[config.mk]
export PLATFORM = sky130hd
export DESIGN_NAME = cdw_top
export DESIGN_NICKNAME = d
export VERILOG_FILES = /design/src/cdw_pkg.sv /design/src/cdw_top.sv
export SDC_FILE = /design/constraint.sdc
export NUM_CORES = 1
export LEC_CHECK = 0
export ABC_AREA = 1
export BUFFER_PORTS_ARGS = -buffer_cell sky130_fd_sc_hd__buf_2
export CAP_MARGIN = 15
export CORE_ASPECT_RATIO = 1.25
export CORE_MARGIN = 5
export CORE_UTILIZATION = 54
export CTS_CLUSTER_DIAMETER = 120
export CTS_CLUSTER_SIZE = 20
export DETAILED_ROUTE_END_ITERATION = 6
export GPL_TIMING_DRIVEN = 0
export PLACE_DENSITY = 0.77
export SKIP_LAST_GASP = 1
export SLEW_MARGIN = 20
export SYNTH_ARGS = -nofsm -noshare
export SYNTH_HDL_FRONTEND = slang
export SYNTH_SLANG_ARGS = --single-unit
[constraint.sdc]
create_clock -name clk_i -period 9.3 [get_ports clk_i]
set_clock_uncertainty 0.05 [all_clocks]
set_input_delay 0.465 -clock clk_i [delete_from_list [all_inputs] [get_ports clk_i]]
set_output_delay 0.465 -clock clk_i [all_outputs]
set_load 0.005 [all_outputs]
[src/cdw_pkg.sv]
package cdw_pkg;

    // Base clock and the shared 25 us tick that drives both timers.
    localparam int unsigned CLK_MHZ = 200;
    localparam int unsigned TICK_US = 25;
    localparam int unsigned TICK_CYCLES = TICK_US * CLK_MHZ;

    // Watchdog timeout window, in microseconds, and the terminal count used.
    localparam int unsigned WD_MIN_US = 62500;
    localparam int unsigned WD_TYP_US = 150000;
    localparam int unsigned WD_MAX_US = 250000;
    localparam int unsigned WD_TICKS = WD_TYP_US / TICK_US;

    // Periodic timer reaches ten minutes in 25 us steps.
    localparam int unsigned TMR_MAX_S = 600;
    localparam int unsigned TMR_MAX_TICKS = TMR_MAX_S * 1000000 / TICK_US;

    localparam int unsigned PRE_W = 13;
    localparam int unsigned WD_W = 13;
    localparam int unsigned TMR_W = 25;
    localparam int unsigned DAC_W = 13;
    localparam int unsigned DAC_N = 8;
    localparam int unsigned JMP_W = 7;

    // I/O decode: lower window base before jumpers, and distance to the upper window.
    localparam logic [15:0] IO_BASE = 16'h0200;
    localparam logic [15:0] IO_HI_OFS = 16'h0400;

    // Lower window offsets.
    localparam logic [4:0] OFS_DAC0 = 5'h00;
    localparam logic [4:0] OFS_BOARD_TEST_SELECT_REG = 5'h10;
    localparam logic [4:0] OFS_WDSTAT = 5'h12;
    // Upper window offsets.
    localparam logic [4:0] OFS_TMR_LO = 5'h00;
    localparam logic [4:0] OFS_TMR_HI = 5'h02;
    localparam logic [4:0] OFS_TMR_CTL = 5'h04;
    localparam logic [4:0] OFS_IRQ_STAT = 5'h06;
    localparam logic [4:0] OFS_IRQ_MASK = 5'h08;

    // Interrupt status and mask bit positions.
    localparam int unsigned IRQ_TMR_BIT = 0;
    localparam int unsigned IRQ_WD_BIT = 1;

    // Reset values.
    localparam logic [TMR_W-1:0] TMR_RELOAD_RST = 25'h0000000;
    localparam logic [1:0] IRQ_MASK_RST = 2'h0;
    localparam logic [DAC_W-1:0] DAC_RST = 13'h0000;

    typedef enum logic [1:0] {
        CDW_WD_RUN = 2'b01,
        CDW_WD_BARK = 2'b10
    } cdw_wd_state_t;

endpackage

[src/cdw_top.sv]
`timescale 1ns/1ps

// Notes on behaviour
// - Each fitted base jumper needs its address bit low; removed needs it high.
// - Two 32-byte windows, lower at 0x200..0x3E0 by jumpers, upper 0x400 above.
// - Base jumper state is readable in the board test and address select register.
// - Outputs update on write, or on timer expiry when the update jumper selects latching.
// - Every periodic timer expiry latches all encoder counters.
// - Periodic timer spans ten minutes in 25 us steps and can interrupt.
// - With watchdog enabled, any analog output write restarts the timeout.
// - Watchdog expiry forces every analog output to zero.
// - Route jumper fitted: fault line high after expiry until next board write.
// - Route jumper removed: expiry zeroes outputs and sets status bits, port bit stays free.
// - Watchdog disabled: internal oscillator keeps restarting it, it never expires.
// - Timeout lies between 62.5 ms and 250 ms, typically 150 ms.
module cdw_top #(
    parameter int unsigned TICK_CYCLES = cdw_pkg::TICK_CYCLES,
    parameter int unsigned WD_TICKS = cdw_pkg::WD_TICKS
) (
    input wire logic clk_i,
    input wire logic resetn_i,
    input wire logic [15:0] addr_i,
    input wire logic [15:0] wdata_i,
    input wire logic wr_i,
    input wire logic rd_i,
    output logic [15:0] rdata_o,
    output logic card_sel_o,
    input wire logic [3:0] base_address_jumpers_i,
    input wire logic output_update_select_jumper_i,
    input wire logic fault_output_route_jumper_i,
    input wire logic watchdog_enable_jumper_i,
    output logic [cdw_pkg::DAC_N-1:0][cdw_pkg::DAC_W-1:0] dac_o,
    output logic encoder_latch_o,
    output logic irq_o,
    output logic fault_o,
    output logic upper_port_bit_seven_o,
    output logic upper_port_bit_seven_oe_o
);

    logic [1:0] rst_sync_q;
    logic rst_n;
    logic [cdw_pkg::JMP_W-1:0] jmp_meta_q;
    logic [cdw_pkg::JMP_W-1:0] jmp_q;
    logic [3:0] jmp_base;
    logic upd_latched;
    logic route_fitted;
    logic wd_en;
    logic [15:0] base_lo;
    logic [15:0] base_hi;
    logic sel_lo;
    logic sel_hi;
    logic [4:0] ofs;
    logic host_wr;
    logic [cdw_pkg::DAC_N-1:0] dac_wr_ch;
    logic dac_wr_any;
    logic [cdw_pkg::PRE_W-1:0] pre_cnt_q, pre_cnt_d;
    logic tick;
    logic [cdw_pkg::TMR_W-1:0] reload_q, reload_d;
    logic [cdw_pkg::TMR_W-1:0] tcnt_q, tcnt_d;
    logic run_q, run_d;
    logic tmr_evt;
    logic tmr_evt_q;
    cdw_pkg::cdw_wd_state_t st_q, st_d;
    logic [cdw_pkg::WD_W-1:0] wd_cnt_q, wd_cnt_d;
    logic fault_q, fault_d;
    logic wd_expire;
    logic [1:0] stat_q, stat_d;
    logic [1:0] mask_q, mask_d;
    logic [15:0] rdata_q, rdata_d;
    logic [cdw_pkg::DAC_W-1:0] pend_q [cdw_pkg::DAC_N];
    logic [cdw_pkg::DAC_W-1:0] act_q [cdw_pkg::DAC_N];

    // Reset is released through two flops so that every flop leaves reset on the same edge.
    always_ff @(posedge clk_i or negedge resetn_i) begin
        if (!resetn_i) begin
            rst_sync_q <= 2'b00;
        end else begin
            rst_sync_q <= {rst_sync_q[0], 1'b1};
        end
    end
    assign rst_n = rst_sync_q[1];

    // Jumpers are board straps from outside the clock domain.
    always_ff @(posedge clk_i or negedge rst_n) begin
        if (!rst_n) begin
            jmp_meta_q <= 7'h00;
            jmp_q <= 7'h00;
        end else begin
            jmp_meta_q <= {watchdog_enable_jumper_i, fault_output_route_jumper_i,
                           output_update_select_jumper_i, base_address_jumpers_i};
            jmp_q <= jmp_meta_q;
        end
    end
    assign jmp_base = jmp_q[3:0];
    assign upd_latched = jmp_q[4];
    assign route_fitted = jmp_q[5];
    assign wd_en = jmp_q[6];

    // A fitted jumper reads as one and demands a zero on its address bit.
    assign base_lo = cdw_pkg::IO_BASE | {7'h00, ~jmp_base, 5'h00};
    assign base_hi = 16'(base_lo + cdw_pkg::IO_HI_OFS);
    assign sel_lo = (addr_i[15:5] == base_lo[15:5]);
    assign sel_hi = (addr_i[15:5] == base_hi[15:5]);
    assign card_sel_o = sel_lo | sel_hi;
    assign ofs = addr_i[4:0];
    assign host_wr = wr_i & card_sel_o;
    assign dac_wr_any = |dac_wr_ch;

    // Shared 25 us tick; it also serves as the watchdog's internal oscillator.
    always_comb begin
        tick = (pre_cnt_q == cdw_pkg::PRE_W'(TICK_CYCLES - 1));
        pre_cnt_d = tick ? '0 : cdw_pkg::PRE_W'(pre_cnt_q + 1'b1);
    end

    always_ff @(posedge clk_i or negedge rst_n) begin
        if (!rst_n) begin
            pre_cnt_q <= '0;
        end else begin
            pre_cnt_q <= pre_cnt_d;
        end
    end

    // Periodic timer: a reload of N fires every N ticks; zero keeps it silent.
    always_comb begin
        reload_d = reload_q;
        run_d = run_q;
        tcnt_d = tcnt_q;
        tmr_evt = tick && run_q && (reload_q != '0) &&
                  (tcnt_q == cdw_pkg::TMR_W'(reload_q - 1'b1));
        if (tick && run_q) begin
            tcnt_d = tmr_evt ? '0 : cdw_pkg::TMR_W'(tcnt_q + 1'b1);
        end
        if (wr_i && sel_hi && ofs == cdw_pkg::OFS_TMR_LO) begin
            reload_d[15:0] = wdata_i;
        end
        if (wr_i && sel_hi && ofs == cdw_pkg::OFS_TMR_HI) begin
            reload_d[24:16] = wdata_i[8:0];
        end
        // Writing the control register restarts the period from zero.
        if (wr_i && sel_hi && ofs == cdw_pkg::OFS_TMR_CTL) begin
            run_d = wdata_i[0];
            tcnt_d = '0;
        end
    end

    always_ff @(posedge clk_i or negedge rst_n) begin
        if (!rst_n) begin
            reload_q <= cdw_pkg::TMR_RELOAD_RST;
            run_q <= 1'b0;
            tcnt_q <= '0;
            tmr_evt_q <= 1'b0;
        end else begin
            reload_q <= reload_d;
            run_q <= run_d;
            tcnt_q <= tcnt_d;
            tmr_evt_q <= tmr_evt;
        end
    end
    assign encoder_latch_o = tmr_evt_q;

    // Watchdog state, counter and fault line.
    always_comb begin
        st_d = st_q;
        wd_cnt_d = wd_cnt_q;
        fault_d = fault_q;
        wd_expire = 1'b0;
        if (host_wr) begin
            fault_d = 1'b0;
        end
        case (st_q)
            cdw_pkg::CDW_WD_RUN: begin
                if (dac_wr_any) begin
                    wd_cnt_d = '0;
                end else if (!wd_en) begin
                    if (tick) begin
                        wd_cnt_d = '0;
                    end
                end else if (tick) begin
                    if (wd_cnt_q == cdw_pkg::WD_W'(WD_TICKS - 1)) begin
                        wd_expire = 1'b1;
                        st_d = cdw_pkg::CDW_WD_BARK;
                        wd_cnt_d = '0;
                        fault_d = 1'b1;
                    end else begin
                        wd_cnt_d = cdw_pkg::WD_W'(wd_cnt_q + 1'b1);
                    end
                end
            end
            cdw_pkg::CDW_WD_BARK: begin
                wd_cnt_d = '0;
                if (dac_wr_any || !wd_en) begin
                    st_d = cdw_pkg::CDW_WD_RUN;
                end
            end
            default: begin
                st_d = cdw_pkg::CDW_WD_RUN;
                wd_cnt_d = '0;
            end
        endcase
    end

    always_ff @(posedge clk_i or negedge rst_n) begin
        if (!rst_n) begin
            st_q <= cdw_pkg::CDW_WD_RUN;
            wd_cnt_q <= '0;
            fault_q <= 1'b0;
        end else begin
            st_q <= st_d;
            wd_cnt_q <= wd_cnt_d;
            fault_q <= fault_d;
        end
    end

    // Without the route jumper the pin is left to the digital port logic.
    assign fault_o = fault_q & route_fitted;
    assign upper_port_bit_seven_o = fault_q & route_fitted;
    assign upper_port_bit_seven_oe_o = route_fitted;

    // Each channel holds a written value and the value on the converter.
    for (genvar i = 0; i < cdw_pkg::DAC_N; i++) begin : g_dac
        logic [cdw_pkg::DAC_W-1:0] pend_d;
        logic [cdw_pkg::DAC_W-1:0] act_d;

        assign dac_wr_ch[i] = wr_i && sel_lo && (ofs == 5'(cdw_pkg::OFS_DAC0 + 2 * i));

        always_comb begin
            pend_d = dac_wr_ch[i] ? wdata_i[cdw_pkg::DAC_W-1:0] : pend_q[i];
            act_d = act_q[i];
            if (wd_expire || (st_q == cdw_pkg::CDW_WD_BARK && !dac_wr_any)) begin
                act_d = '0;
            end else if (!upd_latched && dac_wr_ch[i]) begin
                act_d = wdata_i[cdw_pkg::DAC_W-1:0];
            end else if (upd_latched && tmr_evt) begin
                act_d = pend_d;
            end
        end

        always_ff @(posedge clk_i or negedge rst_n) begin
            if (!rst_n) begin
                pend_q[i] <= cdw_pkg::DAC_RST;
                act_q[i] <= cdw_pkg::DAC_RST;
            end else begin
                pend_q[i] <= pend_d;
                act_q[i] <= act_d;
            end
        end

        assign dac_o[i] = act_q[i];
    end

    // Interrupt status is write-one-to-clear; a new event in the same cycle wins.
    always_comb begin
        logic [1:0] clr;
        clr = '0;
        mask_d = mask_q;
        if (wr_i && sel_hi && ofs == cdw_pkg::OFS_IRQ_STAT) begin
            clr = wdata_i[1:0];
        end
        if (wr_i && sel_hi && ofs == cdw_pkg::OFS_IRQ_MASK) begin
            mask_d = wdata_i[1:0];
        end
        stat_d = stat_q & ~clr;
        stat_d[cdw_pkg::IRQ_TMR_BIT] = stat_d[cdw_pkg::IRQ_TMR_BIT] | tmr_evt;
        stat_d[cdw_pkg::IRQ_WD_BIT] = stat_d[cdw_pkg::IRQ_WD_BIT] | wd_expire;
    end

    always_ff @(posedge clk_i or negedge rst_n) begin
        if (!rst_n) begin
            stat_q <= '0;
            mask_q <= cdw_pkg::IRQ_MASK_RST;
        end else begin
            stat_q <= stat_d;
            mask_q <= mask_d;
        end
    end
    assign irq_o = |(stat_q & mask_q);

    // Read data is valid only in the cycle after the strobe and is zero otherwise.
    always_comb begin
        rdata_d = '0;
        if (rd_i && sel_lo) begin
            if (ofs[4] == 1'b0 && ofs[0] == 1'b0) begin
                rdata_d = {3'h0, pend_q[ofs[3:1]]};
            end else if (ofs == cdw_pkg::OFS_BOARD_TEST_SELECT_REG) begin
                rdata_d = {9'h000, jmp_q};
            end else if (ofs == cdw_pkg::OFS_WDSTAT) begin
                rdata_d = {14'h0000, fault_q, st_q == cdw_pkg::CDW_WD_BARK};
            end
        end else if (rd_i && sel_hi) begin
            case (ofs)
                cdw_pkg::OFS_TMR_LO: rdata_d = reload_q[15:0];
                cdw_pkg::OFS_TMR_HI: rdata_d = {7'h00, reload_q[24:16]};
                cdw_pkg::OFS_TMR_CTL: rdata_d = {15'h0000, run_q};
                cdw_pkg::OFS_IRQ_STAT: rdata_d = {14'h0000, stat_q};
                cdw_pkg::OFS_IRQ_MASK: rdata_d = {14'h0000, mask_q};
                default: rdata_d = '0;
            endcase
        end
    end

    always_ff @(posedge clk_i or negedge rst_n) begin
        if (!rst_n) begin
            rdata_q <= '0;
        end else begin
            rdata_q <= rdata_d;
        end
    end
    assign rdata_o = rdata_q;
endmodule

==> reports/qor.yml, run 1 <==
synth_cell_types: 53
endpoint_kind: "register"
status: "finished, final reports clean"
hold-worst-slack_ns: 0.00516
io_pins: 169
maxCapViolations: 0
ys_ff_latch: 325
setup_viol: 0
crit_slowest_cell: "dfrtp_1"
synth_area_um2: 17000
layout_worst_path_cycle_share_pct: 35.4
synth_nets: 2270
core-area_um2: 31000
dp_hpwl_mm: 40.6
clk_latency_ns: 0.56
die_h_um: 208
wl_mm: 53.2
crit_type: "register to register"
ant_nets: 0
cts_setup_buffers: 0
slew-limit-headroom_pct: 37.2
crit_chain: "nand2_1 > inv_1 > nor2_1 > nand2_1 > nor2_2 > nand4_1 > nor2_1 > nor2_2 > nand4_2 > nand2_2 > inv_2 > buf_2 > buf_2 > nand4_1 > nand2_1"
finalHoldViolCount: 0
hold_buffers: 7
drive_above_1_share_pct: 12.6
tightestPinTransition_ns: 0.942
cts_tree: "built"
yosysWarnings: 0
synth_area_leaders: "dfrtp_1, nand2_1, nor2_1"
grt_pass1_wl_mm: 83.8
rsz0062_at_grt: "false"
synth_async_sr_flop_share_pct: 100
floorplan.initialDensity_pct: 54.8
cellPowerDensity_nw_per_um2: 127
nNetsFinal: 2459
root_buffer: "clkbuf_16"
cts-htree-levels: 1
yosys_most_used_dff: "dfrtp_1"
netlist.area_leader.share_pct: 47.8
max_stage_delay_ns: 0.44
maxSlewViolCount: 0
cts_buffers: 20
synth_top_area_cell: "dfrtp_1"
p_leak_nw: 9.95
post_cts_resized: 0
avgSynthCellArea_um2: 7.64
netlist_instances: 2222
cts_num_sinks: 325
io_buffers: 154
viasPerCell: 5.63
post-route-util_pct: 61.5
grt_pass1_vias: 15700
power_w: 0.00243
globalplace.congestion: 1.07
crit_required_ns: 9.72
synth_edf_count: 0
mostFrequentLayoutCell: "nand2_1"
cp_max_fo: 10
die_w_um: 169
rows: 72
start_kind: "register"
area_growth_pct: 12.3
grt_max_degree: 61
timing.fmax_ghz: 0.304
final_cell_mix: "nand2_1, dfrtp_1, nor2_1, inv_1, buf_2"
post_drt_wl_per_cell_um: 18.8
drc_errors: 0
drtIter0Drc: 1330
overflow: 0
drtPass1Iterations: 6
vias: 15900
setup_tns_ns: 0
antenna_found_initial: 4
design.die.area_um2: 35100
path_clk_slew_ns: 0.09
yosysSeqAreaShare_pct: 47.9
ir_drop_uv: 130
crit_top_cell: "nand2_1"
cp.arrival_ns: 3.71
finalNonFillerCells: 2830
place_inst: 2789
finalCriticalPeriod_ns: 3.29
cts.path.max_buffers: 3
hold_path.class: "input pin to register"
grt_usage_pct: 30.0
r2r_setup_slack_ns: 6.01
## where the power goes
group,switching (W),internal [W]
logic,0.0000852,0.0000274
clock network,0.000493,0.000405
registers,0.00000329,0.00142
## per-layer routing
metal / vias to the layer above / global-route usage, % / part of all wire (%)
li1: 7543 / - / -
met1: 7500 / 37.7 / 38
met2: 695 / 50.5 / 48
met3: 187 / 3.91 / 6.9
met4: 0 / 15.8 / 6.5
met5: - / 0 / 0
## critical path, delay by kind of cell, from the launching register on
kind,cells,cell delay [ns]
buffers and inverters,4,0.85
flip-flops,1,0.44
AND/OR/NAND/NOR,11,1.84
## synth_stat cells (3+ instances only)
| cell | count |
|---|---|
| xnor2_1 | 7 |
| clkbuf_1 | 54 |
| o2111ai_1 | 6 |
| o22ai_1 | 5 |
| xor2_1 | 31 |
| dfrtp_1 | 324 |
| nor4_1 | 3 |
| o21ai_0 | 125 |
| a21oi_1 | 138 |
| inv_2 | 8 |
| nor3_1 | 26 |
| nand3_4 | 7 |
| mux2_2 | 7 |
| nor2_4 | 4 |
| ha_1 | 5 |
| nand3_1 | 75 |
| buf_2 | 28 |
| nand2_2 | 27 |
| inv_1 | 222 |
| nand3b_1 | 6 |
| nand2_1 | 661 |
| o211ai_1 | 5 |
| buf_6 | 14 |
| o21bai_1 | 3 |
| nor2_1 | 241 |
| nand4_1 | 133 |
| clkinv_1 | 3 |
| buf_1 | 5 |
| nor2_2 | 14 |
## flip-flops by register name, summed over array words and instances, names as in the netlist, 13 cells and up
name,flops
dac_o,104
pend_q,104
reload_q,25
tcnt_q,25
rdata_o,16
pre_cnt_q,13
wd_cnt_q,13
## final timing paths
check | start | depth (start not counted) | end
worst max-delay path | jmp_q[0] | 15 | dac_o[15]
worst min register to register | rst_sync_q[1] | 1 | dac_o[84]
min in group asynchronous | resetn_i | 2 | rst_sync_q[1]
worst min-delay path | fault_output_route_jumper_i | 1 | jmp_meta_q[5]
max in group asynchronous | rst_sync_q[1] | 4 | tcnt_q[15]
worst max register to register | jmp_q[0] | 15 | dac_o[15]
## logic make-up after synthesis
group | count (synthesis) | synth area share, %
AOI/OAI and AO/OA | 297 | 9.34
buffers and inverters | 339 | 8.51
muxes | 7 | 0.465
adders and majority gates | 5 | 0.369
DFF | 325 | 47.9
and+or+nand+nor | 1209 | 31.3
other | 1 | 0.0221
xor gates and xnor gates | 39 | 2.06
## final cells by class
class | count | area [um2]
fill | 2885 | 11900
sequential | 325 | 8140
multi-input combinational | 1558 | 7390
timing repair buffer | 167 | 1010
inverter | 233 | 875
buffer | 106 | 569
clock buffer | 28 | 531
tap | 407 | 509
clock inverter | 2 | 32.5
antenna | 4 | 10.0
## through the flow
stage	setup slack [ns]	cell area, um2
3_5_place_dp	5.96	18400
2_1_floorplan	3.94	17000
4_1_cts	6.04	19100
6_report	6.01	19100
5_1_grt	5.84	19100
3_3_place_gp	2.11	18300
(Power assumes the default switching activity.)
==> inputs of run 2 (changes only) <==
--- a/config.mk
+++ b/config.mk
@@ -10,12 +10,12 @@
 export CAP_MARGIN = 15
 export CORE_ASPECT_RATIO = 1.25
 export CORE_MARGIN = 5
-export CORE_UTILIZATION = 54
+export CORE_UTILIZATION = 55
 export CTS_CLUSTER_DIAMETER = 120
 export CTS_CLUSTER_SIZE = 20
 export DETAILED_ROUTE_END_ITERATION = 6
 export GPL_TIMING_DRIVEN = 0
-export PLACE_DENSITY = 0.77
+export PLACE_DENSITY = 0.75
 export SKIP_LAST_GASP = 1
 export SLEW_MARGIN = 20
 export SYNTH_ARGS = -nofsm -noshare
==> constraint.sdc (replaced) <==
create_clock -name clk_i -period 3.3 [get_ports clk_i]
set_clock_uncertainty 0.05 [all_clocks]
set_input_delay 0.165 -clock clk_i [delete_from_list [all_inputs] [get_ports clk_i]]
set_output_delay 0.165 -clock clk_i [all_outputs]
set_load 0.005 [all_outputs]
==> run 2 against run 1 <==
Sequential share of layout area shrank 0.12 points. Hold slack improved by 0.059 ns. Combinational power grew to 2.8 times the previous value. Power rose to 2.8 times the previous value. Die area down 1.7%. Utilization grew 0.71 points. Sequential power grew to 2.8 times the previous value. First-iteration DRC count is 5.3% higher. Critical path type unchanged. Largest power group unchanged.
==> reports/qor.yml, run 2 (synthesized netlist as in run 1, its figures left out) <==
status: "finished, final reports clean"
viasPerCell: 5.59
mostFrequentLayoutCell: "nand2_1"
cts-htree-levels: 1
hold-worst-slack_ns: 0.0644
crit_required_ns: 3.74
cts_buffers: 20
drtPass1Iterations: 5
floorplan.initialDensity_pct: 55.2
globalplace.congestion: 0.987
cellPowerDensity_nw_per_um2: 360
place_inst: 2789
cts_num_sinks: 325
layout_setup_ws_ns: 0.186
cts_tree: "built"
crit_chain: "nand2_1 > inv_1 > nor2_1 > nand2_1 > nor2_2 > nand4_1 > nand2_1 > nor2_2 > nand4_2 > nand2_2 > inv_2 > buf_6 > buf_2 > nand4_1 > nand2_1"
io_buffers: 154
finalNonFillerCells: 2833
finalHoldViolCount: 0
layout_worst_path_cycle_share_pct: 94.4
die_h_um: 206
overflow: 0
start_kind: "register"
vias: 15800
wl_mm: 54.6
grt_pass1_wl_mm: 84.6
ir_drop_uv: 363
grt_max_degree: 59
die_w_um: 167
slew-limit-headroom_pct: 33.7
endpoint_kind: "register"
grt_usage_pct: 31.2
maxSlewViolCount: 0
post_drt_wl_per_cell_um: 19.3
root_buffer: "clkbuf_16"
antenna_found_initial: 3
cts_setup_buffers: 0
grt_pass1_vias: 15500
clk_latency_ns: 0.54
cp_max_fo: 10
tightestPinTransition_ns: 0.995
crit_slowest_cell: "dfrtp_1"
core-area_um2: 30700
max_stage_delay_ns: 0.42
timing.fmax_ghz: 0.321
drc_errors: 0
fillers: 2780
cp.arrival_ns: 3.55
p_leak_nw: 9.98
rsz0062_at_grt: "true"
area_growth_pct: 12.6
crit_type: "register to register"
dp_slack_ns: 0.121
crit_top_cell: "nand2_1"
drtIter0Drc: 1401
setup_viol: 0
final_cell_mix: "nand2_1, dfrtp_1, nor2_1, inv_1, buf_2"
post-route-util_pct: 62.2
rows: 72
nNetsFinal: 2464
finalCriticalPeriod_ns: 3.11
ant_nets: 0
design.die.area_um2: 34500
dp_hpwl_mm: 41.8
path_clk_slew_ns: 0.09
io_pins: 169
hold_path.class: "input pin to register"
cts.path.max_buffers: 3
maxCapViolations: 0
drive_above_1_share_pct: 12.7
## run 2: cell types whose count changed in the layout (fill, tap and decap cells not counted), sizes merged
cell / delta
buf: -1
clkbuf: +1
clkinv: -2
clkinvlp: +1
diode: -1
dlygate4sd3: +5
## run 2: area by class of cell
class	count	area (um2)	area share, %
diodes	3	7.51	0.0393
plain buffers	106	572	2.99
clock buffers	28	552	2.89
clock inverters	1	16.3	0.0851
inverters	233	878	4.60
multi-input cells	1558	7400	38.7
flip-flops and latches	325	8140	42.6
well taps	407	509	2.66
repair buffers	172	1040	5.45
## run 2: worst max-delay path: cells and delay by family (launching register included)
| kind | cells | cell delay (ns) |
|---|---|---|
| flops | 1 | 0.42 |
| buf+inv | 4 | 0.77 |
| simple gates | 11 | 1.80 |
## run 2: worst paths after layout
kind,start,end,slack (ns),cells past startpoint
setup / recovery,jmp_q[0],dac_o[38],0.19,15
hold / removal,wr_i,fault_q,0.06,4
setup reg to reg,jmp_q[0],dac_o[38],0.19,15
hold reg to reg,rst_sync_q[1],dac_o[11],0.30,0
max in group asynchronous,rst_sync_q[1],st_q[0],1.87,2
min in group asynchronous,rst_sync_q[1],dac_o[11],0.30,0
## run 2: power by group
group          total, W  internal (W)  switching (W)  leakage, nW
Sequential      0.00401       0.00399      0.0000185         4.08
Combinational  0.000315     0.0000793       0.000236         5.62
Clock           0.00256       0.00118        0.00138        0.274
Total           0.00688       0.00525        0.00164         9.98
## run 2: routing by layer
layer  share of wire [%]  track usage, %  vias to the layer above
met3                 6.1            3.85                      142
met5                   0               0                        -
met2                  50            55.1                      605
met4                 5.3            14.9                        0
li1                    -               -                     7546
met1                  39            38.2                     7552
## run 2: per-stage QoR
step           setup TNS (ns)  area, um2  power, W
6_report                    0      19100   0.00688
4_1_cts                     0      19100   0.00690
3_3_place_gp          -336.51      18300   0.00436
5_1_grt               -0.0192      19100   0.00709
3_5_place_dp                0      18400   0.00439
2_1_floorplan               0      17000   0.00424
## run 2: repair_timing
| action | CTS | global route |
|---|---|---|
| endpoints found under the setup margin | 0 | 79 |
| endpoints found under the hold margin | 12 | 0 |
| hold buffers | 12 | 0 |
| resized for setup | 0 | 4 |
